===== src/lock_fault_pkg.sv =====
package lock_fault_pkg;

	localparam int unsigned CLK_PERIOD_NS = 4;
	// filter and retry timers share one 0.05 ms time base
	localparam int unsigned TICK_TIME_NS  = 50000;
	localparam int unsigned TICK_CYCLES   = (TICK_TIME_NS + CLK_PERIOD_NS - 1) / CLK_PERIOD_NS;
	localparam int unsigned TICK_TIME_US  = TICK_TIME_NS / 1000;

	localparam logic [31:0] CFG_RESET  = 32'h0000_0000;
	localparam int unsigned FIELD_W    = 4;
	localparam int unsigned THR_LSB    = 19;
	localparam int unsigned MODE_LSB   = 15;
	localparam int unsigned FILT_LSB   = 11;
	localparam int unsigned RETRY_LSB  = 7;

	localparam logic [3:0] MODE_FIRST_RETRY = 4'h4;
	localparam logic [3:0] MODE_REPORT      = 4'h8;
	localparam logic [3:0] MODE_FIRST_OFF   = 4'h9;
	localparam logic [3:0] THR_FIRST_RSVD   = 4'he;

	localparam int unsigned RETRY_FIRST_US = 500000;
	localparam int unsigned RETRY_STEP_US  = 1000000;
	localparam int unsigned RETRY_CNT_W    = 19;
	localparam int unsigned FILT_CNT_W     = 15;
	localparam int unsigned CURRENT_W      = 12;
	localparam int unsigned RETRY_LIMIT_W  = 3;

	typedef enum logic [2:0] {
		DRIVE_NORMAL  = 3'h0,
		DRIVE_HIZ     = 3'h1,
		DRIVE_RECIRC  = 3'h2,
		DRIVE_HS_BRK  = 3'h3,
		DRIVE_LS_BRK  = 3'h4
	} gate_drive_t;

	typedef enum logic [1:0] {
		ST_IDLE    = 2'h0,
		ST_WAIT    = 2'h1,
		ST_LATCHED = 2'h3,
		ST_REPORT  = 2'h2
	} lock_state_t;

	// current in units of 1/128 A
	function automatic logic [CURRENT_W-1:0] lock_threshold(input logic [3:0] code);
		case (code)
			4'h0: lock_threshold = 12'h00a;
			4'h1: lock_threshold = 12'h014;
			4'h2: lock_threshold = 12'h028;
			4'h3: lock_threshold = 12'h050;
			4'h4: lock_threshold = 12'h078;
			4'h5: lock_threshold = 12'h0a0;
			4'h6: lock_threshold = 12'h0c8;
			4'h7: lock_threshold = 12'h0f0;
			4'h8: lock_threshold = 12'h118;
			4'h9: lock_threshold = 12'h140;
			4'ha: lock_threshold = 12'h168;
			4'hb: lock_threshold = 12'h190;
			4'hc: lock_threshold = 12'h1b8;
			4'hd: lock_threshold = 12'h1e0;
			default: lock_threshold = 12'hfff;
		endcase
	endfunction

	function automatic logic [FILT_CNT_W-1:0] filter_ticks(input logic [3:0] code);
		int unsigned us;
		case (code)
			4'h0: us = 50;
			4'h1: us = 100;
			4'h2: us = 200;
			4'h3: us = 500;
			4'h4: us = 1000;
			4'h5: us = 2500;
			4'h6: us = 5000;
			4'h7: us = 7500;
			4'h8: us = 10000;
			4'h9: us = 25000;
			4'ha: us = 50000;
			4'hb: us = 75000;
			4'hc: us = 100000;
			4'hd: us = 200000;
			4'he: us = 500000;
			default: us = 1000000;
		endcase
		filter_ticks = FILT_CNT_W'(us / TICK_TIME_US);
	endfunction

	// reserved code 0 runs as the shortest interval
	function automatic logic [RETRY_CNT_W-1:0] retry_ticks(input logic [3:0] code);
		int unsigned us;
		if (code <= 4'h1) begin
			us = RETRY_FIRST_US;
		end else begin
			us = (int'(code) - 1) * RETRY_STEP_US;
		end
		retry_ticks = RETRY_CNT_W'(us / TICK_TIME_US);
	endfunction

	function automatic gate_drive_t gate_action(input logic [3:0] mode);
		case (mode)
			4'h0, 4'h4: gate_action = DRIVE_HIZ;
			4'h1, 4'h5: gate_action = DRIVE_RECIRC;
			4'h2, 4'h6: gate_action = DRIVE_HS_BRK;
			4'h3, 4'h7: gate_action = DRIVE_LS_BRK;
			default:    gate_action = DRIVE_NORMAL;
		endcase
	endfunction

endpackage


===== src/lock_filter_if.sv =====
`timescale 1ns/1ps
interface lock_filter_if;
	logic       tick;
	logic       exceed;
	logic       restart;
	logic [3:0] code;
	logic       qualified;

	modport ctrl (output tick, output exceed, output restart, output code, input qualified);
	modport filt (input tick, input exceed, input restart, input code, output qualified);
endinterface


===== src/lock_filter.sv =====
`timescale 1ns/1ps
module lock_filter (
	input  wire logic    core_clk_in,
	input  wire logic    sys_rst_in,
	lock_filter_if.filt  bus
);
	import lock_fault_pkg::*;

	typedef struct packed {
		logic [FILT_CNT_W-1:0] cnt;
		logic                  qual;
	} filt_t;

	filt_t q_ff;
	filt_t nxt_q;
	logic [FILT_CNT_W-1:0] target;

	assign target = filter_ticks(bus.code);
	assign bus.qualified = q_ff.qual;

	always_comb begin
		nxt_q = q_ff;
		// any dip below threshold starts the wait over
		if (bus.restart || !bus.exceed) begin
			nxt_q.cnt  = '0;
			nxt_q.qual = 1'b0;
		end else if (bus.tick && !q_ff.qual) begin
			nxt_q.cnt = q_ff.cnt + 1'b1;
			// one tick more than the target: a partial first tick never counts
			if (q_ff.cnt + 1'b1 > target) begin
				nxt_q.qual = 1'b1;
			end
		end
	end

	always_ff @(posedge core_clk_in or posedge sys_rst_in) begin
		if (sys_rst_in) begin
			q_ff <= '0;
		end else begin
			q_ff <= nxt_q;
		end
	end
endmodule


===== src/lock_fault_ctrl.sv =====
`timescale 1ns/1ps
// What this block does
// - modes 0h/1h latch, tristate or recirculate
// - modes 2h/3h latch, high or low brake
// - modes 4h/5h/7h retry, then latch
// - mode 6h high brake, bounded retries
// - mode 8h reports only, pin asserted
// - modes 9h and up disable detection
// - exceedance must persist for filter time
// - threshold 0.078125 A to 3.75 A, Eh/Fh reserved
// - retry interval 500 ms, then 1..14 s
module lock_fault_ctrl #(
	parameter int unsigned TICK_CYCLES = lock_fault_pkg::TICK_CYCLES
) (
	input  wire logic                                    core_clk_in,
	input  wire logic                                    sys_rst_in,
	input  wire logic                                    cfg_wr_in,
	input  wire logic [31:0]                             cfg_wdata_in,
	output logic      [31:0]                             cfg_rdata_out,
	input  wire logic [lock_fault_pkg::CURRENT_W-1:0]    lock_current_in,
	input  wire logic [lock_fault_pkg::RETRY_LIMIT_W-1:0] retry_count_limit_in,
	input  wire logic                                    fault_clear_in,
	output logic                                         fault_indicator_n_out,
	output lock_fault_pkg::gate_drive_t                  gate_drive_out,
	output logic                                         lock_fault_out,
	output logic      [lock_fault_pkg::RETRY_LIMIT_W-1:0] retry_used_out
);
	import lock_fault_pkg::*;

	localparam int unsigned PW = $clog2(TICK_CYCLES + 1);

	typedef struct packed {
		logic [31:0]              cfg;
		lock_state_t              st;
		gate_drive_t              gate;
		logic [RETRY_LIMIT_W-1:0] retries;
		logic [RETRY_CNT_W-1:0]   wait_cnt;
		logic [PW-1:0]            presc;
		logic                     tick;
		logic                     fault_n;
	} ctrl_t;

	ctrl_t q_ff;
	ctrl_t nxt_q;
	logic [3:0] mode;
	logic [3:0] thr_code;
	logic [3:0] retry_code;
	logic       qual;

	lock_filter_if lf ();

	lock_filter u_filter (
		.core_clk_in (core_clk_in),
		.sys_rst_in  (sys_rst_in),
		.bus         (lf.filt)
	);

	assign mode       = q_ff.cfg[MODE_LSB +: FIELD_W];
	assign thr_code   = q_ff.cfg[THR_LSB +: FIELD_W];
	assign retry_code = q_ff.cfg[RETRY_LSB +: FIELD_W];
	assign qual       = lf.qualified;

	assign lf.tick    = q_ff.tick;
	assign lf.code    = q_ff.cfg[FILT_LSB +: FIELD_W];
	// reserved threshold codes never trip, safer than a guess
	assign lf.exceed  = (thr_code < THR_FIRST_RSVD) &&
	                    (lock_current_in >= lock_threshold(thr_code));
	// filter restarts on every fault exit so a retry waits afresh;
	// report keeps it running so the pin follows the detection
	assign lf.restart = (q_ff.st != ST_IDLE && q_ff.st != ST_REPORT) ||
	                    (mode >= MODE_FIRST_OFF);

	assign cfg_rdata_out         = q_ff.cfg;
	assign fault_indicator_n_out = q_ff.fault_n;
	assign gate_drive_out        = q_ff.gate;
	assign lock_fault_out        = (q_ff.st == ST_LATCHED);
	assign retry_used_out        = q_ff.retries;

	always_comb begin
		nxt_q      = q_ff;
		nxt_q.tick = 1'b0;
		if (q_ff.presc == PW'(TICK_CYCLES - 1)) begin
			nxt_q.presc = '0;
			nxt_q.tick  = 1'b1;
		end else begin
			nxt_q.presc = q_ff.presc + 1'b1;
		end
		if (cfg_wr_in) begin
			nxt_q.cfg = cfg_wdata_in;
		end
		case (q_ff.st)
			ST_IDLE: begin
				nxt_q.gate    = DRIVE_NORMAL;
				nxt_q.fault_n = 1'b1;
				if (fault_clear_in) begin
					nxt_q.retries = '0;
				end
				if (qual && mode < MODE_FIRST_OFF) begin
					nxt_q.fault_n = 1'b0;
					nxt_q.gate    = gate_action(mode);
					if (mode == MODE_REPORT) begin
						nxt_q.st = ST_REPORT;
					end else if (mode < MODE_FIRST_RETRY) begin
						nxt_q.st = ST_LATCHED;
					end else if (q_ff.retries >= retry_count_limit_in) begin
						nxt_q.st = ST_LATCHED;
					end else begin
						nxt_q.st       = ST_WAIT;
						nxt_q.retries  = q_ff.retries + 1'b1;
						nxt_q.wait_cnt = retry_ticks(retry_code);
					end
				end
			end
			ST_WAIT: begin
				if (q_ff.tick) begin
					if (q_ff.wait_cnt == '0) begin
						nxt_q.st      = ST_IDLE;
						nxt_q.gate    = DRIVE_NORMAL;
						nxt_q.fault_n = 1'b1;
					end else begin
						nxt_q.wait_cnt = q_ff.wait_cnt - 1'b1;
					end
				end
			end
			ST_LATCHED: begin
				if (fault_clear_in) begin
					nxt_q.st      = ST_IDLE;
					nxt_q.retries = '0;
					nxt_q.gate    = DRIVE_NORMAL;
					nxt_q.fault_n = 1'b1;
				end
			end
			ST_REPORT: begin
				// report follows the detection, nothing to hold
				if (!qual || mode != MODE_REPORT) begin
					nxt_q.st      = ST_IDLE;
					nxt_q.fault_n = 1'b1;
				end
			end
			default: begin
				nxt_q.st = ST_IDLE;
			end
		endcase
	end

	always_ff @(posedge core_clk_in or posedge sys_rst_in) begin
		if (sys_rst_in) begin
			q_ff         <= '0;
			q_ff.cfg     <= CFG_RESET;
			q_ff.st      <= ST_IDLE;
			q_ff.gate    <= DRIVE_NORMAL;
			q_ff.fault_n <= 1'b1;
		end else begin
			q_ff <= nxt_q;
		end
	end
endmodule


===== config.mk =====
export PLATFORM = sky130hd
export DESIGN_NAME = lock_fault_ctrl
export DESIGN_NICKNAME = d
export VERILOG_FILES = /design/src/lock_fault_pkg.sv /design/src/lock_filter_if.sv /design/src/lock_filter.sv /design/src/lock_fault_ctrl.sv
export SDC_FILE = /design/constraint.sdc
export NUM_CORES = 1
export LEC_CHECK = 0
export BUFFER_PORTS_ARGS = -buffer_cell sky130_fd_sc_hd__buf_2
export CELL_PAD_IN_SITES_DETAIL_PLACEMENT = 2
export CELL_PAD_IN_SITES_GLOBAL_PLACEMENT = 2
export CORE_MARGIN = 2
export CORE_UTILIZATION = 35
export DETAILED_ROUTE_END_ITERATION = 8
export PLACE_DENSITY = 0.84
export SETUP_SLACK_MARGIN = 0.02
export SLEW_MARGIN = 40
export SYNTH_ARGS = -nofsm -noshare
export SYNTH_HDL_FRONTEND = slang
export SYNTH_SLANG_ARGS = --single-unit
export TNS_END_PERCENT = 1

===== constraint.sdc =====
create_clock -name core_clk_in -period 23.8 [get_ports core_clk_in]
set_clock_uncertainty 0.05 [all_clocks]
set_input_delay 1.19 -clock core_clk_in [delete_from_list [all_inputs] [get_ports core_clk_in]]
set_output_delay 1.19 -clock core_clk_in [all_outputs]
set_load 0.05 [all_outputs]

==> flow_summary_export.csv, run 1 <==
group,metric,value,unit
floorplanning,dieWidth,251,um
logic_synthesis,syn_area,21300,sq um
logic_synthesis,synth_top_flop_cell,"sky130_fd_sc_hd__dfrtp_1",
floorplanning,die_y,251,um
logic_synthesis,synth_simple_gate_area_share,0.279,
logic_synthesis,async_reset_ff_frac,1.00,
floorplanning,floorplan_row_count,90,
logic_synthesis,ys_seq_elements,91,
logic_synthesis,most_common_cell_in_the_synthesized_netlist,"sky130_fd_sc_hd__nor2_1",
cts,cts-htree-levels,3,
logic_synthesis,synth-edff-count,0,
status,run_status,"did not finish",
logic_synthesis,cells_after_synthesis,2892,
logic_synthesis,post_synth_most_frequent_cells,"268 x sky130_fd_sc_hd__nor2_1, 242 x sky130_fd_sc_hd__nand2_1, 174 x sky130_fd_sc_hd__o21ai_0",
logic_synthesis,yosys.area_share.xor_xnor,0.0879,
logic_synthesis,number_of_different_library_cells_in_the_post_synthesis_netlist,141,
logic_synthesis,mappedNetlistNets,3077,
logic_synthesis,compound_gate_portion_of_the_synthesized_area,0.319,
logic_synthesis,synth_top_cell_by_area,"sky130_fd_sc_hd__dfrtp_1",
cts,cts-buffers-inserted,9,
cts,post-cts-setup-buffer-count,147,
logic_synthesis,synth_largest_type_area_fraction,0.106,
logic_synthesis,synth_area_leaders,"sky130_fd_sc_hd__dfrtp_1 11%, sky130_fd_sc_hd__ha_1 6.7%, sky130_fd_sc_hd__xnor2_1 5.2%",
cts,cts_hold_buf,0,
logic_synthesis,synth_area_per_cell,7.38,sq um
placed_design,dp_hpwl,111000,um
placed_design,postPlaceCellArea,28400,sq um
cts,cts.sink_count,91,
status,haltStage,"4_1_cts",
status,run.stop_error,"[ERROR DPL-0033] detailed placement checks failed during check placement.",
floorplanning,ioPinCount,91,
logic_synthesis,yosysWarnings,0,
placed_design,port_buffers,90,
logic_synthesis,yosysSeqAreaShare,0.107,
floorplanning,initial_utilization,0.354,
logic_synthesis,dominant_combinational_cell_family_by_area_after_synthesis,"compound AO/OA/AOI/OAI gates",
cts,cts_repair_resize_count,459,
logic_synthesis,synth_fa_ha_area_frac,0.0940,
cts,max_clock_buf_depth,2,
logic_synthesis,synth_mux_area_frac,0.0537,
cts,clock_root_cell,"sky130_fd_sc_hd__clkbuf_16",
placed_design,routabilityCongestion,0.998,
## cells by family after synthesis
group,after synthesis
simple gates,1144
compound gates,924
buf+inv,270
xor+xnor,206
fa+ha+maj,152
mux,105
flops,91
## stage by stage
stage / std cells / setup slack [ps] / hold slack (ps)
2_1_floorplan: 2892 / -398 / 411
3_3_place_gp: 4371 / -677 / 429
3_5_place_dp: 4372 / -4890 / 442
==> inputs of run 2 (changes only) <==
--- a/config.mk
+++ b/config.mk
@@ -6,13 +6,10 @@
 export NUM_CORES = 1
 export LEC_CHECK = 0
 export BUFFER_PORTS_ARGS = -buffer_cell sky130_fd_sc_hd__buf_2
-export CELL_PAD_IN_SITES_DETAIL_PLACEMENT = 2
-export CELL_PAD_IN_SITES_GLOBAL_PLACEMENT = 2
 export CORE_MARGIN = 2
-export CORE_UTILIZATION = 35
+export CORE_UTILIZATION = 40
 export DETAILED_ROUTE_END_ITERATION = 8
-export PLACE_DENSITY = 0.84
-export SETUP_SLACK_MARGIN = 0.02
+export PLACE_DENSITY_LB_ADDON = 0.15
 export SLEW_MARGIN = 40
 export SYNTH_ARGS = -nofsm -noshare
 export SYNTH_HDL_FRONTEND = slang
==> constraint.sdc (replaced) <==
create_clock -name core_clk_in -period 30.9 [get_ports core_clk_in]
set_clock_uncertainty 0.05 [all_clocks]
set_input_delay 1.545 -clock core_clk_in [delete_from_list [all_inputs] [get_ports core_clk_in]]
set_output_delay 1.545 -clock core_clk_in [all_outputs]
set_load 0.05 [all_outputs]
==> flow_summary_export.csv, run 2 <==
group,metric,value,unit
worst_setup_path,worstPathBufferInverterCount,13,
sta,worstMarginPinSlew,934,ps
cts,cts_tree,"done",
logic_synthesis,synth-edff-count,0,
status,run_status,"complete, no violations",
route,postRouteWirelength,72400,um
logic_synthesis,mappedNetlistNets,3077,
sta,shortest_period_the_worst_path_allows,29190,ps
global_route,via_count_of_the_first_global_routing_pass,21100,
cts,clk_pin_slew,70,ps
placed_design,port_buffers,90,
cts,cts.sink_count,91,
cts,clock_root_cell,"sky130_fd_sc_hd__clkbuf_16",
worst_setup_path,critical-path-top-delay-family,"compound AO/OA/AOI/OAI gates",
global_route,grt_max_degree,48,
cts,max_clock_buf_depth,2,
final_layout,share_of_cells_above_drive_strength_1,0.132,
sta,slew_viol_final,0,
final_layout,largest_register_ffs,35,
run,drv.max_cap_violation_count,0,
route,initialDrtViolationCount,2234,
global_route,antenna_found_initial,3,
logic_synthesis,async_reset_ff_frac,1.00,
hold_path,hold_path_class,"reg -> reg",
route,viasPerCell,6.38,
logic_synthesis,most_common_cell_in_the_synthesized_netlist,"sky130_fd_sc_hd__nor2_1",
worst_setup_path,criticalPathCategory,"reg -> reg",
final_layout,areaGrowthSynthToFinish,6.82,%
worst_setup_path,cp_common_cell,"sky130_fd_sc_hd__buf_4",
floorplanning,floorplan_row_count,84,
placed_design,dp_hpwl,58100,um
worst_setup_path,critPathSlowestCell,"sky130_fd_sc_hd__xnor2_1",
worst_setup_path,critPathCaptureType,"flop",
logic_synthesis,yosysWarnings,0,
logic_synthesis,syn_area,21300,sq um
route,wl_per_cell,20.2,um
final_layout,fill_cells,5380,
worst_setup_path,max_stage_delay,640,ps
placed_design,routabilityCongestion,0.958,
global_route,globalRouteTotalUtil,0.247,
floorplanning,ioPinCount,91,
logic_synthesis,yosysSeqAreaShare,0.107,
logic_synthesis,synth_area_leaders,"sky130_fd_sc_hd__dfrtp_1 11%, sky130_fd_sc_hd__ha_1 6.7%, sky130_fd_sc_hd__xnor2_1 5.2%",
logic_synthesis,post_synth_most_frequent_cells,"268 x sky130_fd_sc_hd__nor2_1, 242 x sky130_fd_sc_hd__nand2_1, 174 x sky130_fd_sc_hd__o21ai_0",
cts,cts-buffers-inserted,9,
floorplanning,dieWidth,235,um
cts,clock_latency,350,ps
worst_setup_path,setup.worst_path.start_class,"flop",
logic_synthesis,cells_after_synthesis,2892,
cts,cts_hold_buf,0,
sta,final-hold-violation-count,0,
floorplanning,fp.dieArea,55200,sq um
logic_synthesis,synth_top_flop_cell,"sky130_fd_sc_hd__dfrtp_1",
global_route,grt_pass1_wl,115000,um
sta,report.final.setup_viol,0,
logic_synthesis,synth_top_cell_by_area,"sky130_fd_sc_hd__dfrtp_1",
logic_synthesis,synth_largest_type_area_fraction,0.106,
logic_synthesis,ys_seq_elements,91,
final_layout,final_common_cell,"sky130_fd_sc_hd__nor2_1",
route,num_vias,22900,
sta,final.setup.tns,0,ps
final_layout,nets_final,3080,
logic_synthesis,synth_area_per_cell,7.38,sq um
worst_setup_path,worstPathArrival,29380,ps
worst_setup_path,critical_path.max_fanout,15,
final_layout,mostFrequentLayoutCells,"267 x sky130_fd_sc_hd__nor2_1, 242 x sky130_fd_sc_hd__nand2_1, 174 x sky130_fd_sc_hd__o21ai_0, 153 x sky130_fd_sc_hd__a21oi_1, 126 x sky130_fd_sc_hd__xnor2_1",
sta,max_slew_headroom_at_the_worst_pin,0.369,
floorplanning,initial_utilization,0.405,
cts,cts-htree-levels,3,
route,firstDrtPassIters,5,
final_layout,registers.top_by_ff_count,"q_ff",
worst_setup_path,r2r_setup_slack,1710,ps
worst_setup_path,required,31080,ps
floorplanning,floorplan.core_area,52700,sq um
route,drc_errors_left,0,
route,postRouteAntennaNets,0,
sta,timing.fmax,0.0343,GHz
floorplanning,die_y,235,um
global_route,grt-ovfl-total,0,
sta,post-route-period-util,0.945,
logic_synthesis,number_of_different_library_cells_in_the_post_synthesis_netlist,141,
## run 2: cell counts after synthesis
No cell type changed its count.
## run 2: final cells by class
| type | instances | area, sq um | area share |
|---|---|---|---|
| Multi-Input combinational cell | 2531 | 18100 | 0.792 |
| Tap cell | 688 | 861 | 0.0378 |
| Timing Repair Buffer | 139 | 836 | 0.0367 |
| Clock inverter | 6 | 63.8 | 0.00280 |
| Clock buffer | 10 | 239 | 0.0105 |
| Inverter | 123 | 464 | 0.0204 |
| Antenna cell | 1 | 2.50 | 0.000110 |
| Sequential cell | 91 | 2280 | 0.100 |
## run 2: cell families after synthesis
family                   count (synthesis)  synth area share
AND/OR/NAND/NOR                       1144             0.279
AO/OA/AOI/OAI                          924             0.319
buffers and inverters                  270            0.0594
XOR/XNOR                               206            0.0879
adder cells (fa/ha/maj)                152            0.0940
multiplexers                           105            0.0537
flip-flops                              91             0.107
## run 2: layer usage
metal,vias up,track usage,wire length [um]
met5,-,0,96
met4,4,0.0453,1140
met3,79,0.0298,4500
met2,854,0.393,31900
met1,11000,0.360,34700
li1,11000,-,-
## run 2: path summary, 6_finish.rpt
path / start / end / depth (start not counted)
max in group asynchronous: sys_rst_in / q_ff[30] / 3
hold / removal: q_ff[10] / q_ff[10] / 1
setup reg to reg: cfg_rdata_out[9] / q_ff[16] / 95
hold reg to reg: q_ff[10] / q_ff[10] / 1
min in group asynchronous: sys_rst_in / cfg_rdata_out[25] / 2
setup / recovery: cfg_rdata_out[9] / q_ff[16] / 95
## run 2: repair_timing
item | CTS | global route
pin swaps | 2 | 4
gates resized for setup | 0 | 31
buffers inserted | 3 | 8
setup endpoints to repair | 1 | 3
## run 2: stage by stage
stage,instances,setup slack [ps],cell area (sq um),util,hold slack [ps]
finish,3589,1710,22800,0.433,452
global route,3588,-41.4,22800,0.433,461
CTS,3579,107,22500,0.428,449
detailed placement,3560,-47.2,22200,0.422,440
global placement,3559,723,22100,0.420,434
floorplan,2892,4560,21300,-,411
Power of run 2 is left out: the tool's default activity adds up to more than one toggle a clock period on the data nets, which glitch-free logic cannot reach.
==> inputs of run 3 (changes only) <==
--- a/config.mk
+++ b/config.mk
@@ -10,6 +10,7 @@
 export CORE_UTILIZATION = 40
 export DETAILED_ROUTE_END_ITERATION = 8
 export PLACE_DENSITY_LB_ADDON = 0.15
+export SETUP_SLACK_MARGIN = 0.15
 export SLEW_MARGIN = 40
 export SYNTH_ARGS = -nofsm -noshare
 export SYNTH_HDL_FRONTEND = slang
==> constraint.sdc (replaced) <==
create_clock -name core_clk_in -period 30.9 [get_ports core_clk_in]
set_clock_uncertainty 0.05 [all_clocks]
set_input_delay 3.09 -clock core_clk_in [delete_from_list [all_inputs] [get_ports core_clk_in]]
set_output_delay 3.09 -clock core_clk_in [all_outputs]
set_load 0.05 [all_outputs]
==> flow_summary_export.csv, run 3 (synthesized netlist as in run 2, its figures left out) <==
group,metric,value,unit
global_route,globalRouteTotalUtil,0.248,
sta,slew_viol_final,0,
sta,final.setup.tns,0,ps
run,drv.max_cap_violation_count,0,
status,run_status,"complete, no violations",
worst_setup_path,max_stage_delay,640,ps
final_layout,largest_register_ffs,35,
floorplanning,floorplan_row_count,84,
worst_setup_path,critical-path-top-delay-family,"compound AO/OA/AOI/OAI gates",
final_layout,areaGrowthSynthToFinish,7.11,%
worst_setup_path,critPathCaptureType,"flop",
route,postRouteAntennaNets,0,
route,wl_per_cell,20.2,um
floorplanning,dieWidth,235,um
placed_design,port_buffers,90,
final_layout,final_design_utilization,0.434,
sta,setup_ws,1830,ps
sta,timing.fmax,0.0344,GHz
final_layout,final_common_cell,"sky130_fd_sc_hd__nor2_1",
worst_setup_path,required,31080,ps
global_route,grt-ovfl-total,0,
sta,worstMarginPinSlew,914,ps
global_route,grt_pass1_wl,115000,um
worst_setup_path,cp_common_cell,"sky130_fd_sc_hd__ha_1",
worst_setup_path,critPathSlowestCell,"sky130_fd_sc_hd__a2111oi_1",
cts,cts-htree-levels,3,
floorplanning,die_y,235,um
route,initialDrtViolationCount,2237,
sta,grt_setup_unrepaired,"false",
sta,post-route-period-util,0.941,
final_layout,fill_cells,5380,
cts,max_clock_buf_depth,2,
sta,max_slew_headroom_at_the_worst_pin,0.383,
cts,clk_pin_slew,70,ps
sta,shortest_period_the_worst_path_allows,29070,ps
worst_setup_path,criticalPathCategory,"reg -> reg",
route,num_vias,22900,
worst_setup_path,worstPathArrival,29260,ps
placed_design,place_worst_setup_slack,-47.2,ps
placed_design,routabilityCongestion,0.958,
hold_path,holdCritStartpoint,"q_ff[10]",
final_layout,nets_final,3087,
route,postRouteWirelength,72600,um
cts,cts_tree,"done",
placed_design,dp_hpwl,58100,um
sta,final-hold-violation-count,0,
global_route,via_count_of_the_first_global_routing_pass,21100,
final_layout,share_of_cells_above_drive_strength_1,0.134,
worst_setup_path,worstPathBufferInverterCount,11,
cts,clock_root_cell,"sky130_fd_sc_hd__clkbuf_16",
worst_setup_path,r2r_setup_slack,1830,ps
floorplanning,initial_utilization,0.405,
floorplanning,floorplan.core_area,52700,sq um
cts,cts.sink_count,91,
floorplanning,fp.dieArea,55200,sq um
cts,cts-buffers-inserted,9,
final_layout,mostFrequentLayoutCells,"267 x sky130_fd_sc_hd__nor2_1, 242 x sky130_fd_sc_hd__nand2_1, 174 x sky130_fd_sc_hd__o21ai_0, 153 x sky130_fd_sc_hd__a21oi_1, 126 x sky130_fd_sc_hd__xnor2_1",
cts,clock_latency,350,ps
worst_setup_path,setup.worst_path.start_class,"flop",
worst_setup_path,rr_startpoint,"cfg_rdata_out[9]",
final_layout,registers.top_by_ff_count,"q_ff",
global_route,grt_max_degree,48,
route,drc_errors_left,0,
sta,finalHoldWorstSlack,452,ps
global_route,antenna_found_initial,3,
floorplanning,ioPinCount,91,
hold_path,hold_path_class,"reg -> reg",
route,firstDrtPassIters,8,
worst_setup_path,critical_path.max_fanout,13,
route,viasPerCell,6.38,
sta,report.final.setup_viol,0,
worst_setup_path,timing.critical_path.from,"cfg_rdata_out[9]",
-- run 3: cell type report --
cell class              instances  area [sq um]  area share
diodes                          1          2.50    0.000109
multi-input cells            2531         18000       0.790
inverters                     123           464      0.0203
repair buffers                146           901      0.0394
clock inverters                 6          63.8     0.00279
clock buffers                  10           239      0.0105
flip-flops and latches         91          2280      0.0997
well taps                     688           861      0.0377
-- run 3: stage by stage --
stage | cells | area (sq um)
2_1_floorplan | 2892 | 21300
3_3_place_gp | 3559 | 22100
3_5_place_dp | 3560 | 22200
4_1_cts | 3580 | 22500
5_1_grt | 3595 | 22900
6_report | 3596 | 22900
-- run 3: worst register-to-register path: cells and delay by family, from the launching register on --
family                     cells  cell delay (ps)
xor gates and xnor gates       3             1110
muxes                          3             1250
and+or+nand+nor               29             7370
buffers and inverters         11             2150
AOI/OAI and AO/OA             37            12430
adders and majority gates     11             4040
DFF                            1              570
-- run 3: path summary, 6_finish.rpt --
kind,to,depth (start not counted)
min in group asynchronous,cfg_rdata_out[25],2
setup reg to reg,q_ff[16],94
hold / removal,q_ff[10],1
max in group asynchronous,q_ff[30],3
setup / recovery,q_ff[16],94
hold reg to reg,q_ff[10],1
-- run 3: timing repair --
action	CTS	global route
buffers inserted	4	14
endpoints found under the setup margin	1	3
pin swaps	2	4
hold buffers	0	0
endpoints found under the hold margin	0	0
gates resized for setup	0	30
-- run 3: metal layers --
| layer | up-vias | global-route usage | part of all wire |
|---|---|---|---|
| met2 | 837 | 0.393 | 0.44 |
| met3 | 81 | 0.0297 | 0.061 |
| met1 | 11000 | 0.360 | 0.48 |
| li1 | 11000 | - | - |
| met4 | 4 | 0.0453 | 0.016 |
| met5 | - | 0 | 0.0013 |
Power of run 3 is left out for the same reason.
